### config.mk
export PLATFORM = sky130hd
export DESIGN_NAME = ncfg_regs
export DESIGN_NICKNAME = d
export VERILOG_FILES = /design/src/core/ncfg_pkg.sv /design/src/core/ncfg_sync.sv /design/src/core/ncfg_filter.sv /design/src/core/ncfg_regs.sv
export VERILOG_INCLUDE_DIRS = /design/src /design/src/core
export SDC_FILE = /design/constraint.sdc
export NUM_CORES = 1
export LEC_CHECK = 0
export BUFFER_PORTS_ARGS = -buffer_cell sky130_fd_sc_hd__buf_4
export CORE_MARGIN = 5
export CORE_UTILIZATION = 35
export DETAILED_ROUTE_END_ITERATION = 10
export PLACE_DENSITY = 0.67
export SLEW_MARGIN = 15
export SYNTH_ARGS = -nofsm -noshare
export SYNTH_HDL_FRONTEND = slang
export SYNTH_HIERARCHICAL = 1
export SYNTH_SLANG_ARGS = --single-unit
export TNS_END_PERCENT = 20
### constraint.sdc
create_clock -name i_clk -period 2.95 [get_ports i_clk]
set_input_delay 0.4425 -clock i_clk [delete_from_list [all_inputs] [get_ports i_clk]]
set_output_delay 0.4425 -clock i_clk [all_outputs]
set_load 0.02 [all_outputs]
### src/core/ncfg_map.svh
`ifndef NCFG_MAP_SVH
`define NCFG_MAP_SVH

// ------------------------------------------------------------
// Register indices (byte address is four times the index)
// ------------------------------------------------------------
`define NCFG_NODE_IDX       6'h03
`define NCFG_STAT_IDX       6'h04

// ------------------------------------------------------------
// node_setup fields
// ------------------------------------------------------------
`define NCFG_DELAY_MSB      11
`define NCFG_DELAY_LSB      8
`define NCFG_BASE_MSB       7
`define NCFG_BASE_LSB       0
`define NCFG_DELAY_RST      4'h3
`define NCFG_BASE_RST       8'h00
`define NCFG_DELAY_MIN      8'h08
`define NCFG_DELAY_STEP_SH  4

// ------------------------------------------------------------
// input_and_identity_status fields
// ------------------------------------------------------------
`define NCFG_VER_MSB        31
`define NCFG_VER_LSB        24
`define NCFG_FILT_MSB       21
`define NCFG_FILT_LSB       20
`define NCFG_REV_MSB        18
`define NCFG_REV_LSB        16
`define NCFG_QSC_BIT        15
`define NCFG_LEVEL_BIT      13
`define NCFG_RES_BIT        12
`define NCFG_OSC_BIT        11
`define NCFG_ADC_BIT        9
`define NCFG_TEMP_MSB       8
`define NCFG_TEMP_LSB       1
`define NCFG_FILT_RST       2'h0
`define NCFG_LEVEL_RST      1'b1
`define NCFG_ADC_RST        1'b1
`define NCFG_TEMP_RST       8'h00
`define NCFG_PINS_RST       8'h01

// ------------------------------------------------------------
// Timing
// ------------------------------------------------------------
`define NCFG_CLK_MHZ        25
`define NCFG_FILT_SHORT_NS  10
`define NCFG_FILT_LONG_NS   20
`define NCFG_NS_TO_CYC(ns)  (((ns) * `NCFG_CLK_MHZ + 999) / 1000)

`endif

### src/core/ncfg_pkg.sv
package ncfg_pkg;

  // Node setup register contents
  typedef struct packed {
    logic [3:0] reply_turnaround_delay;
    logic [7:0] node_base_address;
  } ncfg_node_t;

  // Writable control bits of the status word
  typedef struct packed {
    logic [1:0] serial_glitch_filter_select;
    logic       sdo_level;
    logic       temp_conv_en;
  } ncfg_ctrl_t;

  // Pin inputs from outside the clock domain
  typedef struct packed {
    logic [2:0] address_offset_pin;
    logic       interface_select_pin;
    logic       quiescence;
    logic       ref_resistor_detected;
    logic       external_osc_flag;
    logic       serial_in;
  } ncfg_pins_t;

endpackage

### src/core/ncfg_sync.sv
`timescale 1ns/1ps

// ------------------------------------------------------------
// Two-stage synchroniser for a bundle of levels
// ------------------------------------------------------------
module ncfg_sync #(
  parameter int           W   = 8,
  parameter logic [W-1:0] RST = '0
) (
  input  wire logic         i_clk,
  input  wire logic         i_rst_n,
  input  wire logic [W-1:0] i_async,
  output logic      [W-1:0] o_sync
);

  logic [W-1:0] meta_reg;  // First stage, read only by second

  // Each bit is independent; multi-bit codes may skew by a cycle
  always_ff @(posedge i_clk) begin
    if (!i_rst_n) begin
      // Reset to each pin's idle level so no false edge follows reset
      meta_reg <= RST;
      o_sync   <= RST;
    end else begin
      meta_reg <= i_async;
      o_sync   <= meta_reg;
    end
  end

endmodule

### src/core/ncfg_filter.sv
`timescale 1ns/1ps

// ------------------------------------------------------------
// Glitch filter: output follows input once it held long enough
// ------------------------------------------------------------
module ncfg_filter #(
  parameter int CNT_W = 4
) (
  input  wire logic             i_clk,
  input  wire logic             i_rst_n,
  input  wire logic             i_raw,
  input  wire logic [CNT_W-1:0] i_len,
  output logic                  o_filt
);

  logic [CNT_W-1:0] cnt_reg;  // Cycles the input has differed

  // Length zero passes the input with one cycle of latency
  always_ff @(posedge i_clk) begin
    if (!i_rst_n) begin
      cnt_reg <= '0;
      o_filt  <= 1'b1;
    end else if (i_raw == o_filt) begin
      cnt_reg <= '0;
    end else if (cnt_reg >= i_len) begin
      // Stable long enough: accept the new level
      o_filt  <= i_raw;
      cnt_reg <= '0;
    end else begin
      cnt_reg <= cnt_reg + 1'b1;
    end
  end

endmodule

### src/core/ncfg_regs.sv
// Design decision made here: the APB slave port.
`timescale 1ns/1ps
`include "ncfg_map.svh"

module ncfg_regs
  #(
  parameter logic [7:0] VERSION_CODE = 8'h5A,  // Arbitrary value
  parameter logic [2:0] DIE_REV      = 3'h1,   // Arbitrary value
  parameter int         FILT_W       = 4
) (
  input  wire logic               i_clk,
  input  wire logic               i_rst_n,
  input  wire logic               i_psel,
  input  wire logic               i_penable,
  input  wire logic               i_pwrite,
  input  wire logic [7:0]         i_paddr,
  input  wire logic [31:0]        i_pwdata,
  output logic      [31:0]        o_prdata,
  output logic                    o_pready,
  output logic                    o_pslverr,
  input  wire ncfg_pkg::ncfg_pins_t i_pins,
  input  wire logic [7:0]         i_temp_code,
  input  wire logic               i_temp_valid,
  output logic      [7:0]         o_node_addr,
  output logic      [7:0]         o_reply_bits,
  output logic                    o_serial_in_filt,
  output logic                    o_sdo,
  output logic                    o_sdo_oe,
  output logic                    o_temp_conv_en
);
  import ncfg_pkg::*;

  // ----------------------------------------------------------
  // Constants and helpers
  // ----------------------------------------------------------
  localparam logic [7:0] NODE_ADDR = {`NCFG_NODE_IDX, 2'b00};
  localparam logic [7:0] STAT_ADDR = {`NCFG_STAT_IDX, 2'b00};
  localparam int SHORT_CYC = `NCFG_NS_TO_CYC(`NCFG_FILT_SHORT_NS);
  localparam int LONG_CYC  = `NCFG_NS_TO_CYC(`NCFG_FILT_LONG_NS);

  // Turnaround in bit times: code pairs share a step of 16
  function automatic logic [7:0] delay_bits(input logic [3:0] c);
    return `NCFG_DELAY_MIN + ({1'b0, c[3:1], 4'h0});
  endfunction

  // Pin code to offset, clamped into one to six
  function automatic logic [7:0] addr_offset(input logic [2:0] c);
    logic [2:0] v;
    v = c;
    if (c == 3'h0) v = 3'h1;
    if (c == 3'h7) v = 3'h6;
    return {5'h00, v};
  endfunction

  // Filter length in cycles from the select code
  function automatic logic [FILT_W-1:0] filt_len(input logic [1:0] c);
    logic [FILT_W-1:0] n;
    n = '0;                                     // Codes 0, 1: none
    if (c == 2'h2) n = FILT_W'(SHORT_CYC);
    if (c == 2'h3) n = FILT_W'(LONG_CYC);
    return n;
  endfunction

  // ----------------------------------------------------------
  // State
  // ----------------------------------------------------------
  ncfg_node_t  node_reg;    // node_setup contents
  ncfg_ctrl_t  ctrl_reg;    // Writable status bits
  ncfg_pins_t  pins_s;      // Synchronised pins
  logic [7:0]  temp_reg;    // Last temperature code
  logic [31:0] stat_word;   // Live status word
  logic [31:0] node_word;   // Live node word
  logic        acc;         // Access phase
  logic        hit_node;    // Node register addressed
  logic        hit_stat;    // Status register addressed

  // ----------------------------------------------------------
  // Pin synchronisation and glitch filter
  // ----------------------------------------------------------
  // Serial input stage resets to its idle high level: a low reset
  // value would hand the filter a false edge right after reset
  ncfg_sync #(
    .W       ($bits(ncfg_pins_t)),
    .RST     (`NCFG_PINS_RST)
  ) u_sync (
    .i_clk   (i_clk),
    .i_rst_n (i_rst_n),
    .i_async (i_pins),
    .o_sync  (pins_s)
  );

  // Filter sits after the synchroniser so it sees clean levels
  ncfg_filter #(
    .CNT_W   (FILT_W)
  ) u_filt (
    .i_clk   (i_clk),
    .i_rst_n (i_rst_n),
    .i_raw   (pins_s.serial_in),
    .i_len   (filt_len(ctrl_reg.serial_glitch_filter_select)),
    .o_filt  (o_serial_in_filt)
  );

  // ----------------------------------------------------------
  // APB decode
  // ----------------------------------------------------------
  // Zero wait states: every access completes in its first cycle
  assign o_pready  = 1'b1;
  assign acc       = i_psel && i_penable;
  assign hit_node  = (i_paddr == NODE_ADDR);
  assign hit_stat  = (i_paddr == STAT_ADDR);
  // Unmapped addresses answer with an error and read zero
  assign o_pslverr = acc && !(hit_node || hit_stat);

  // Read views; every unlisted bit is tied low
  always_comb begin
    node_word = '0;
    node_word[`NCFG_DELAY_MSB:`NCFG_DELAY_LSB] =
      node_reg.reply_turnaround_delay;
    node_word[`NCFG_BASE_MSB:`NCFG_BASE_LSB] =
      node_reg.node_base_address;
  end

  always_comb begin
    stat_word = '0;
    stat_word[`NCFG_VER_MSB:`NCFG_VER_LSB] = VERSION_CODE;
    stat_word[`NCFG_FILT_MSB:`NCFG_FILT_LSB] =
      ctrl_reg.serial_glitch_filter_select;
    stat_word[`NCFG_REV_MSB:`NCFG_REV_LSB] = DIE_REV;
    stat_word[`NCFG_QSC_BIT]   = pins_s.quiescence;
    stat_word[`NCFG_LEVEL_BIT] = ctrl_reg.sdo_level;
    stat_word[`NCFG_RES_BIT]   = pins_s.ref_resistor_detected;
    stat_word[`NCFG_OSC_BIT]   = pins_s.external_osc_flag;
    stat_word[`NCFG_ADC_BIT]   = ctrl_reg.temp_conv_en;
    stat_word[`NCFG_TEMP_MSB:`NCFG_TEMP_LSB] = temp_reg;
  end

  // Read data is captured in the setup cycle so it leaves a flop
  always_ff @(posedge i_clk) begin
    if (!i_rst_n) begin
      o_prdata <= '0;
    end else if (i_psel && !i_penable && !i_pwrite) begin
      if (hit_node) begin
        o_prdata <= node_word;
      end else if (hit_stat) begin
        o_prdata <= stat_word;
      end else begin
        o_prdata <= '0;
      end
    end
  end

  // ----------------------------------------------------------
  // Node setup register
  // ----------------------------------------------------------
  always_ff @(posedge i_clk) begin
    if (!i_rst_n) begin
      node_reg.reply_turnaround_delay <= `NCFG_DELAY_RST;
      node_reg.node_base_address      <= `NCFG_BASE_RST;
    end else if (acc && i_pwrite && hit_node) begin
      node_reg.reply_turnaround_delay <=
        i_pwdata[`NCFG_DELAY_MSB:`NCFG_DELAY_LSB];
      node_reg.node_base_address <=
        i_pwdata[`NCFG_BASE_MSB:`NCFG_BASE_LSB];
    end
  end

  // ----------------------------------------------------------
  // Status word control bits
  // ----------------------------------------------------------
  // Read-only fields of the word simply drop the write data
  always_ff @(posedge i_clk) begin
    if (!i_rst_n) begin
      ctrl_reg.serial_glitch_filter_select <= `NCFG_FILT_RST;
      ctrl_reg.sdo_level    <= `NCFG_LEVEL_RST;
      ctrl_reg.temp_conv_en <= `NCFG_ADC_RST;
    end else if (acc && i_pwrite && hit_stat) begin
      ctrl_reg.serial_glitch_filter_select <=
        i_pwdata[`NCFG_FILT_MSB:`NCFG_FILT_LSB];
      ctrl_reg.sdo_level    <= i_pwdata[`NCFG_LEVEL_BIT];
      ctrl_reg.temp_conv_en <= i_pwdata[`NCFG_ADC_BIT];
    end
  end

  // ----------------------------------------------------------
  // Temperature capture
  // ----------------------------------------------------------
  // A disabled converter keeps the last code rather than clearing
  always_ff @(posedge i_clk) begin
    if (!i_rst_n) begin
      temp_reg <= `NCFG_TEMP_RST;
    end else if (i_temp_valid && ctrl_reg.temp_conv_en) begin
      temp_reg <= i_temp_code;
    end
  end

  // ----------------------------------------------------------
  // Outputs toward the serial engine and converter
  // ----------------------------------------------------------
  // Effective address wraps at 8 bits; the host keeps it in range
  always_ff @(posedge i_clk) begin
    if (!i_rst_n) begin
      o_node_addr  <= '0;
      o_reply_bits <= '0;
    end else begin
      o_node_addr  <= 8'(node_reg.node_base_address +
        addr_offset(pins_s.address_offset_pin));
      o_reply_bits <= delay_bits(node_reg.reply_turnaround_delay);
    end
  end

  // Data output driven only in single-wire mode, as a static level
  always_ff @(posedge i_clk) begin
    if (!i_rst_n) begin
      o_sdo          <= 1'b0;
      o_sdo_oe       <= 1'b0;
      o_temp_conv_en <= `NCFG_ADC_RST;
    end else begin
      o_sdo          <= ctrl_reg.sdo_level;
      o_sdo_oe       <= pins_s.interface_select_pin;
      o_temp_conv_en <= ctrl_reg.temp_conv_en;
    end
  end
endmodule

==> flow_summary.ini, run 1 <==
[status]
status = complete, no violations

[global_route]
grtUsageTotal = 0.1337
grt-ovfl-total = 0
antenna_found_initial = 0
grt_max_degree = 57
grt_pass1_wl_um = 11920
grt_pass1_vias = 2474

[detailed_routing]
wirelength_um = 7275
wl_per_cell_um = 14.18
firstDrtPassIters = 4
drtAntennaViolNets = 0
vias_per_cell = 4.752
dr.first_iter.drc_count = 106
vias = 2438
drc = 0

[synth]
synth_fa_ha_area_frac = 0.04056
yosys.area_share.simple = 0.2215
synth.distinct_cells = 45
synth_top_family_by_area = simple AND/OR/NAND/NOR gates
ys.flop_type = dfxtp_1
synth-edff-count = 0
synth_compound_area_frac = 0.1244
syn_avg_cell_area_um2 = 9.963
ys_warn_count = 6
ys_seq_area_frac = 0.4867
synth.area.mux_share = 0.01248
synth-async-reset-ratio = 0
yosys-top-cells-count = dfxtp_1 (78), nand2_1 (35), buf_4 (19)
yosysTopAreaCell = dfxtp_1
syn_inst = 322
netlist_top_cells_area = dfxtp_1 (49%), buf_4 (4.4%), nand2_1 (4.1%), a221o_1 (3.1%), ha_1 (3.1%)
synth_top_area_frac = 0.4867
synth_most_common_cell = dfxtp_1
synth_xor_area_frac = 0.01911
netlist_area_mm2 = 0.003208
ys_ff_latch = 78

[clock_network]
cts_resized = 0
cts_sinks = 78
cts_htree_levels = 3
clkTransAtPathRegs_ns = 0.07
cts_tree = yes
ctsHoldBuffers = 0
cts_root_buf = clkbuf_8
cts_setup_buffers = 0
insertion_delay_ns = 0.34
cts_buffer_depth = 2
cts_made_buffers = 9

[job]
drv_cap = 0

[setup_path]
cp-end-kind = output port
crit_chain = buf_4 -> or3_1 -> nor3_1 -> nor3_1 -> buf_4
path_buf_inv = 2
crit_path_top_delay_cell = nor3_1
cp.required_ns = 2.51
startpoint_type = input port
cp.arrival_ns = 1.64
max_stage_delay_ns = 0.42
path_max_fanout = 4
cp_top_family = simple AND/OR/NAND/NOR gates
path_class = in2out

[pwr]
p_per_area_mw_per_mm2 = 526.9
power_w = 0.002111
p_leak_nw = 1.793
peakVddDrop_uv = 377.1

[sta]
hold_violations = 0
slew_headroom = 0.6351
slew_viol_final = 0
fin_hold_ws_ns = 0.2947
min_period_over_period = 0.7046
finClkSkew_ns = 0.008793
tightest_slew_ns = 0.5474
fmax_mhz = 481.1
finalCriticalPeriod_ns = 2.079
rsz0062_at_grt = false
setup_viol = 0
tns_ns = 0

[placement]
dp.cells = 497
dp_hpwl_um = 5377
portBuffers = 83
globalplace.congestion = 0.7578

[cells_and_area]
drive_above_1_share = 0.3284
syn2layout_area_growth_pct = 24.88
fin_nets = 468
antenna_cells = 0
final-instance-count-excl-fill = 513
largest_register_ff_count = 18

[die]
coreArea_mm2 = 0.009109
ios = 116
initial_core_util = 0.3522
die_w_um = 105.7
dieArea_mm2 = 0.01118
num_rows = 35
die_y_um = 105.7

[worst_hold_path]
min_path_type = in2reg
per-layer routing:
layer,GRT usage,part of all wire,vias up
met1,0.1554,0.43,1143
met3,0.06736,0.086,2
met2,0.2245,0.48,84
met5,0,0,-
li1,-,-,1209
met4,0.02220,0.0014,0
report_power, final:
part | internal [W] | total [W] | switching [W] | leakage, nW
Clock | 0.000483 | 0.000874 | 0.000392 | 0.107
Sequential | 0.00107 | 0.00108 | 0.0000101 | 0.635
Combinational | 0.0000707 | 0.000152 | 0.0000811 | 1.05
metrics by stage:
| step | instance area [um^2] | util | setup WS, ns |
|---|---|---|---|
| 2_1_floorplan | 3268 | - | 1.104 |
| 3_3_place_gp | 3785 | 0.4155 | 0.8607 |
| 3_5_place_dp | 3785 | 0.4155 | 0.8262 |
| 4_1_cts | 4006 | 0.4398 | 0.8696 |
| 5_1_grt | 4006 | 0.4398 | 0.7485 |
| 6_report | 4006 | 0.4398 | 0.8715 |
cells by family (layout without fill, tap and decap cells):
| family | after synthesis | after routing |
|---|---|---|
| AO/OA/AOI/OAI | 49 | 49 |
| XOR/XNOR | 7 | 7 |
| adder cells (fa/ha/maj) | 10 | 10 |
| buffers and inverters | 47 | 111 |
| flip-flops | 78 | 78 |
| multiplexers | 4 | 4 |
| other | 2 | 18 |
| AND/OR/NAND/NOR | 125 | 125 |
final cells by class:
cell class | count | area, um^2
sequential | 78 | 1562
timing repair buffer | 85 | 638.1
multi-input combinational | 213 | 1409
inverter | 10 | 37.54
clock buffer | 10 | 127.6
fill | 894 | 5102
tap | 111 | 138.9
clock inverter | 6 | 93.84
worst paths after layout:
check | start | end | slack (ns) | cells after the start
max | i_paddr[1] | o_pslverr | 0.87 | 5
min | i_pins[0] | u_sync/meta_reg[0] | 0.29 | 2
max reg2reg | u_sync/o_sync[6] | o_node_addr[6] | 1.00 | 9
min reg2reg | u_sync/meta_reg[0] | u_sync/o_sync[0] | 0.41 | 1
layout by cell type, fill, tap and decap left out, types with 8 or more instances in the layout:
master    synthesis  routed
nand3_1          17      17
conb_1            2      18
o21ai_2          10      10
and2_1           15      15
a21boi_0         12      12
and2_2           10      10
dfxtp_1          78      78
inv_1            10      10
buf_4            19      85
a221o_1          10      10
ha_1              8       8
clkbuf_8          0       9
and3_1           15      15
nand3_2           8       8
nand2_1          35      35
worst register-to-register path, cell delays in order (launching register included):
cell	delay, ns
dfxtp_1	0.33
inv_1	0.10
maj3_1	0.17
ha_1	0.16
inv_1	0.06
fa_1	0.38
nor2b_1	0.21
o2111ai_1	0.15
xnor2_1	0.15
and2_1	0.15
(Power assumes the default switching activity.)
==> run 2, diff against run 1 <==
==> constraint.sdc (replaced) <==
create_clock -name i_clk -period 1.95 [get_ports i_clk]
set_input_delay 0.2925 -clock i_clk [delete_from_list [all_inputs] [get_ports i_clk]]
set_output_delay 0.2925 -clock i_clk [all_outputs]
set_load 0.02 [all_outputs]
==> flow_summary.ini, run 2 (same netlist as run 1, synthesis figures left out) <==
[global_route]
grt-ovfl-total = 0
grt_max_degree = 42
grt_pass1_vias = 2432
grt_pass1_wl_um = 11710
grtUsageTotal = 0.1311
antenna_found_initial = 0

[placement]
dp_slack_ns = 0.02446
dp_hpwl_um = 5336
portBuffers = 83
globalplace.congestion = 0.7566

[pwr]
peakVddDrop_uv = 341.5
power_w = 0.003029
p_per_area_mw_per_mm2 = 750.6
p_leak_nw = 1.813

[sta]
fmax_mhz = 534.1
final.setup.worst_slack_ns = 0.07758
min_period_over_period = 0.9602
setup_viol = 0
tns_ns = 0
rsz0062_at_grt = true
fin_hold_ws_ns = 0.1504
slew_viol_final = 0
finClkSkew_ns = 0.01088
finalCriticalPeriod_ns = 1.872
hold_violations = 0

[setup_path]
cp.arrival_ns = 2.11
cp-end-kind = register
startpoint_type = register
path_max_fanout = 3
path_class = reg2reg
cp.required_ns = 2.19

[cells_and_area]
largest_register_ff_count = 18
syn2layout_area_growth_pct = 25.78
mostFrequentLayoutCell = buf_4
fin_nets = 474
drive_above_1_share = 0.3440
antenna_cells = 0
final_cell_mix = buf_4 (90), dfxtp_1 (78), nand2_1 (35), conb_1 (18), nand3_1 (17)

[detailed_routing]
dr.first_iter.drc_count = 58
dr_wl_met2_um = 3297
wl_met3_um = 600
drtAntennaViolNets = 0
wl_met1_um = 3175
vias_per_cell = 4.728
firstDrtPassIters = 4
highest_layer = met4
drc = 0
vias = 2449
wirelength_um = 7148
wl_per_cell_um = 13.80

[clock_network]
cts_made_buffers = 9
cts_root_buf = clkbuf_8
cts_buffer_depth = 2
cts_sinks = 78
cts_tree = yes
clkTransAtPathRegs_ns = 0.08
insertion_delay_ns = 0.34
cts_setup_buffers = 0
cts_htree_levels = 3

[status]
status = complete, no violations

[die]
die_y_um = 105.7
coreArea_mm2 = 0.009109
num_rows = 35
die_w_um = 105.7
ios = 116
initial_core_util = 0.3522
dieArea_mm2 = 0.01118

[worst_hold_path]
min_path_type = in2reg

[job]
drv_cap = 0
==> run 2: cell count changes in the layout (fill, tap and decap cells not counted), sizes merged <==
cell / before / now
inv: 11 / 10
clkinvlp: 1 / 2
clkinv: 2 / 3
buf: 85 / 91
clkbuf: 10 / 9
bufinv: 2 / 1
==> run 2: power breakdown <==
group          internal, W  switching [W]
combinational     0.000109       0.000121
sequential         0.00163      0.0000143
clock             0.000582       0.000577
total              0.00232       0.000712
==> run 2: stage by stage <==
| stage | util | area [um^2] | std cells |
|---|---|---|---|
| after floorplan | - | 3268 | 338 |
| after global placement | 0.4218 | 3842 | 503 |
| after detailed placement | 0.4218 | 3842 | 503 |
| after CTS | 0.4424 | 4030 | 518 |
| after global routing | 0.4430 | 4035 | 518 |
| final | 0.4430 | 4035 | 518 |
==> run 2: per-layer routing <==
| layer | vias up | global-route usage |
|---|---|---|
| li1 | 1222 | - |
| met1 | 1139 | 0.1620 |
| met2 | 79 | 0.2113 |
| met3 | 9 | 0.05634 |
| met4 | 0 | 0.03145 |
| met5 | - | 0 |
==> run 2: path summary, 6_finish.rpt <==
path                           start            endpoint  slack [ns]  cells past startpoint
setup / recovery    u_sync/o_sync[6]      o_node_addr[6]        0.08                      9
hold / removal             i_pins[0]  u_sync/meta_reg[0]        0.15                      2
setup reg to reg    u_sync/o_sync[6]      o_node_addr[6]        0.08                      9
hold reg to reg   u_sync/meta_reg[0]    u_sync/o_sync[0]        0.42                      1
==> run 2: cell type report <==
class | instances | area (um^2)
fill | 877 | 5074
clock inverter | 6 | 63.81
tap | 111 | 138.9
timing repair buffer | 91 | 695.7
inverter | 10 | 37.54
sequential | 78 | 1562
clock buffer | 9 | 123.9
multi-input combinational | 213 | 1414
==> run 2: critical path, cell delays in order, from the launching register on <==
cell,delay [ns]
dfxtp_1,0.34
inv_1,0.06
maj3_1,0.35
ha_1,0.21
inv_1,0.09
fa_2,0.21
nor2b_2,0.06
o2111ai_1,0.22
xnor2_1,0.09
and2_1,0.15
==> run 2: timing repair <==
item	CTS	global route
endpoints found under the setup margin	0	2
resized for setup	0	2
hold buffers	0	0
==> run 3, diff against run 2 <==
--- a/config.mk
+++ b/config.mk
@@ -11,6 +11,7 @@
 export CORE_UTILIZATION = 35
 export DETAILED_ROUTE_END_ITERATION = 10
 export PLACE_DENSITY = 0.67
+export SETUP_SLACK_MARGIN = 0.15
 export SLEW_MARGIN = 15
 export SYNTH_ARGS = -nofsm -noshare
 export SYNTH_HDL_FRONTEND = slang
==> flow_summary.ini, run 3 (same netlist as run 1, synthesis figures left out) <==
[die]
initial_core_util = 0.3522
ios = 116
coreArea_mm2 = 0.009109
num_rows = 35
dieArea_mm2 = 0.01118
die_w_um = 105.7
die_y_um = 105.7

[detailed_routing]
drc = 0
drtAntennaViolNets = 0
wl_per_cell_um = 13.77
vias = 2460
firstDrtPassIters = 4
vias_per_cell = 4.731
dr.first_iter.drc_count = 53
wirelength_um = 7161

[pwr]
peakVddDrop_uv = 341.6
power_frac_clock = 0.382
switching_power_w = 0.0007124
internal-power_w = 0.002319
swShare = 0.2350
p_leak_nw = 1.826
seqPwrFrac = 0.541
power_frac_comb = 0.077
p_per_area_mw_per_mm2 = 743.5

[sta]
setup_viol = 0
rsz0062_at_grt = true
tns_ns = 0
slew_viol_final = 0
finClkSkew_ns = 0.01090
hold_violations = 0
fmax_mhz = 551.1
finalCriticalPeriod_ns = 1.815
min_period_over_period = 0.9305

[worst_hold_path]
min_path_type = in2reg
holdPathEnd = u_sync/meta_reg[0]
hp-start = i_pins[0]
hold_depth = 2

[clock_network]
cts_sinks = 78
cts_made_buffers = 9
cts_root_buf = clkbuf_8
cts_buffer_depth = 2
cts_tree = yes
clkTransAtPathRegs_ns = 0.08
cts_htree_levels = 3
insertion_delay_ns = 0.34
ctsHoldBuffers = 0

[setup_path]
reg2reg_slack_ns = 0.14
r2r.worst_path.cells = 9
r2r_start = u_sync/o_sync[6]
cp.required_ns = 2.19
cp.arrival_ns = 2.05
cp-end-kind = register
worst_r2r_endpoint = o_node_addr[6]
startpoint_type = register
path_max_fanout = 3
path_class = reg2reg

[placement]
place_area_mm2 = 0.003842
dp_hpwl_um = 5336
portBuffers = 83
globalplace.congestion = 0.7566

[cells_and_area]
fin_nets = 476
antenna_cells = 0
design_area_mm2 = 0.004078
final_cell_mix = buf_4 (92), dfxtp_1 (76), nand2_1 (35), conb_1 (18), nand3_1 (17)
syn2layout_area_growth_pct = 27.11
mostFrequentLayoutCell = buf_4
drive_above_1_share = 0.3667
largest_register_ff_count = 18

[global_route]
grt_pass1_wl_um = 11700
gr-max-usage-layer = met2
grt_pass1_vias = 2432
use_met3 = 0.05634
grtUsageTotal = 0.1311
grt-ovfl-total = 0
use_met1 = 0.1620
grt_max_degree = 42
antenna_found_initial = 0
met2_usage = 0.2113

[status]
status = complete, no violations

[job]
drv_cap = 0
run 3: cell types whose count changed in the layout (fill, tap and decap cells not counted), moves of 2 or more:
| cell | before | now |
|---|---|---|
| inv_1 | 10 | 7 |
| inv_2 | 0 | 3 |
| buf_4 | 90 | 92 |
| dfxtp_1 | 78 | 76 |
| dfxtp_2 | 0 | 2 |
run 3: metal layers:
metal,vias up,part of all wire,wire [um]
met4,0,0.010,74
li1,1229,-,-
met5,-,0,0
met2,81,0.46,3319
met1,1141,0.44,3164
met3,9,0.084,602
run 3: worst max path at each step:
stage	from	end	slack, ns	depth (start not counted)
after floorplan	u_sync/o_sync[6]	o_node_addr[6]	0.18	9
after global placement	i_paddr[1]	node_reg[8]	0.08	6
after detailed placement	u_sync/o_sync[6]	o_node_addr[6]	0.02	9
after CTS	u_sync/o_sync[6]	o_node_addr[4]	0.11	9
after global routing	u_sync/o_sync[6]	o_node_addr[6]	0.06	9
final	u_sync/o_sync[6]	o_node_addr[6]	0.14	9
run 3: metrics by stage:
stage               hold WS, ns  total power (W)  worst slack, ns    util  instances
finish                   0.1500         0.003032           0.1355  0.4477        520
global route             0.1454         0.003180          0.05616  0.4477        520
CTS                      0.1353         0.003080           0.1125  0.4437        518
detailed placement       0.4107         0.001910          0.02446  0.4218        503
global placement         0.3891         0.001905          0.07896  0.4218        503
floorplan                0.3202         0.001821           0.1795       -        338
run 3: worst max-delay path, cell delays in order, from the launching register on:
cell and delay [ns]:
dfxtp_2 0.33, inv_2 0.05, maj3_2 0.18, ha_4 0.13, inv_2 0.04, fa_2 0.38
nor2b_4 0.16, o2111ai_2 0.15, xnor2_1 0.15, and2_1 0.15
run 3: power groups by stage:
stage / Clock [W] / Combinational (W) / Sequential (W)
5_1_grt: 0.00127 / 0.000261 / 0.00164
6_report: 0.00116 / 0.000234 / 0.00164
4_1_cts: 0.00121 / 0.000233 / 0.00164
3_3_place_gp: 0 / 0.000228 / 0.00168
2_1_floorplan: 0 / 0.000138 / 0.00168
3_5_place_dp: 0 / 0.000233 / 0.00168
run 3: area by class of cell:
type,count,area [um^2]
Fill cell,873,5031
Clock buffer,9,123.9
Clock inverter,6,63.81
Sequential cell,78,1564
Tap cell,111,138.9
Inverter,10,37.54
Timing Repair Buffer,93,710.7
Multi-Input combinational cell,213,1439
run 3: repair_timing:
item                       4_1_cts  5_1_grt
pin swaps                        0        4
gates resized for setup          3       10
buffers inserted                 0        2
setup endpoints to repair        2        2
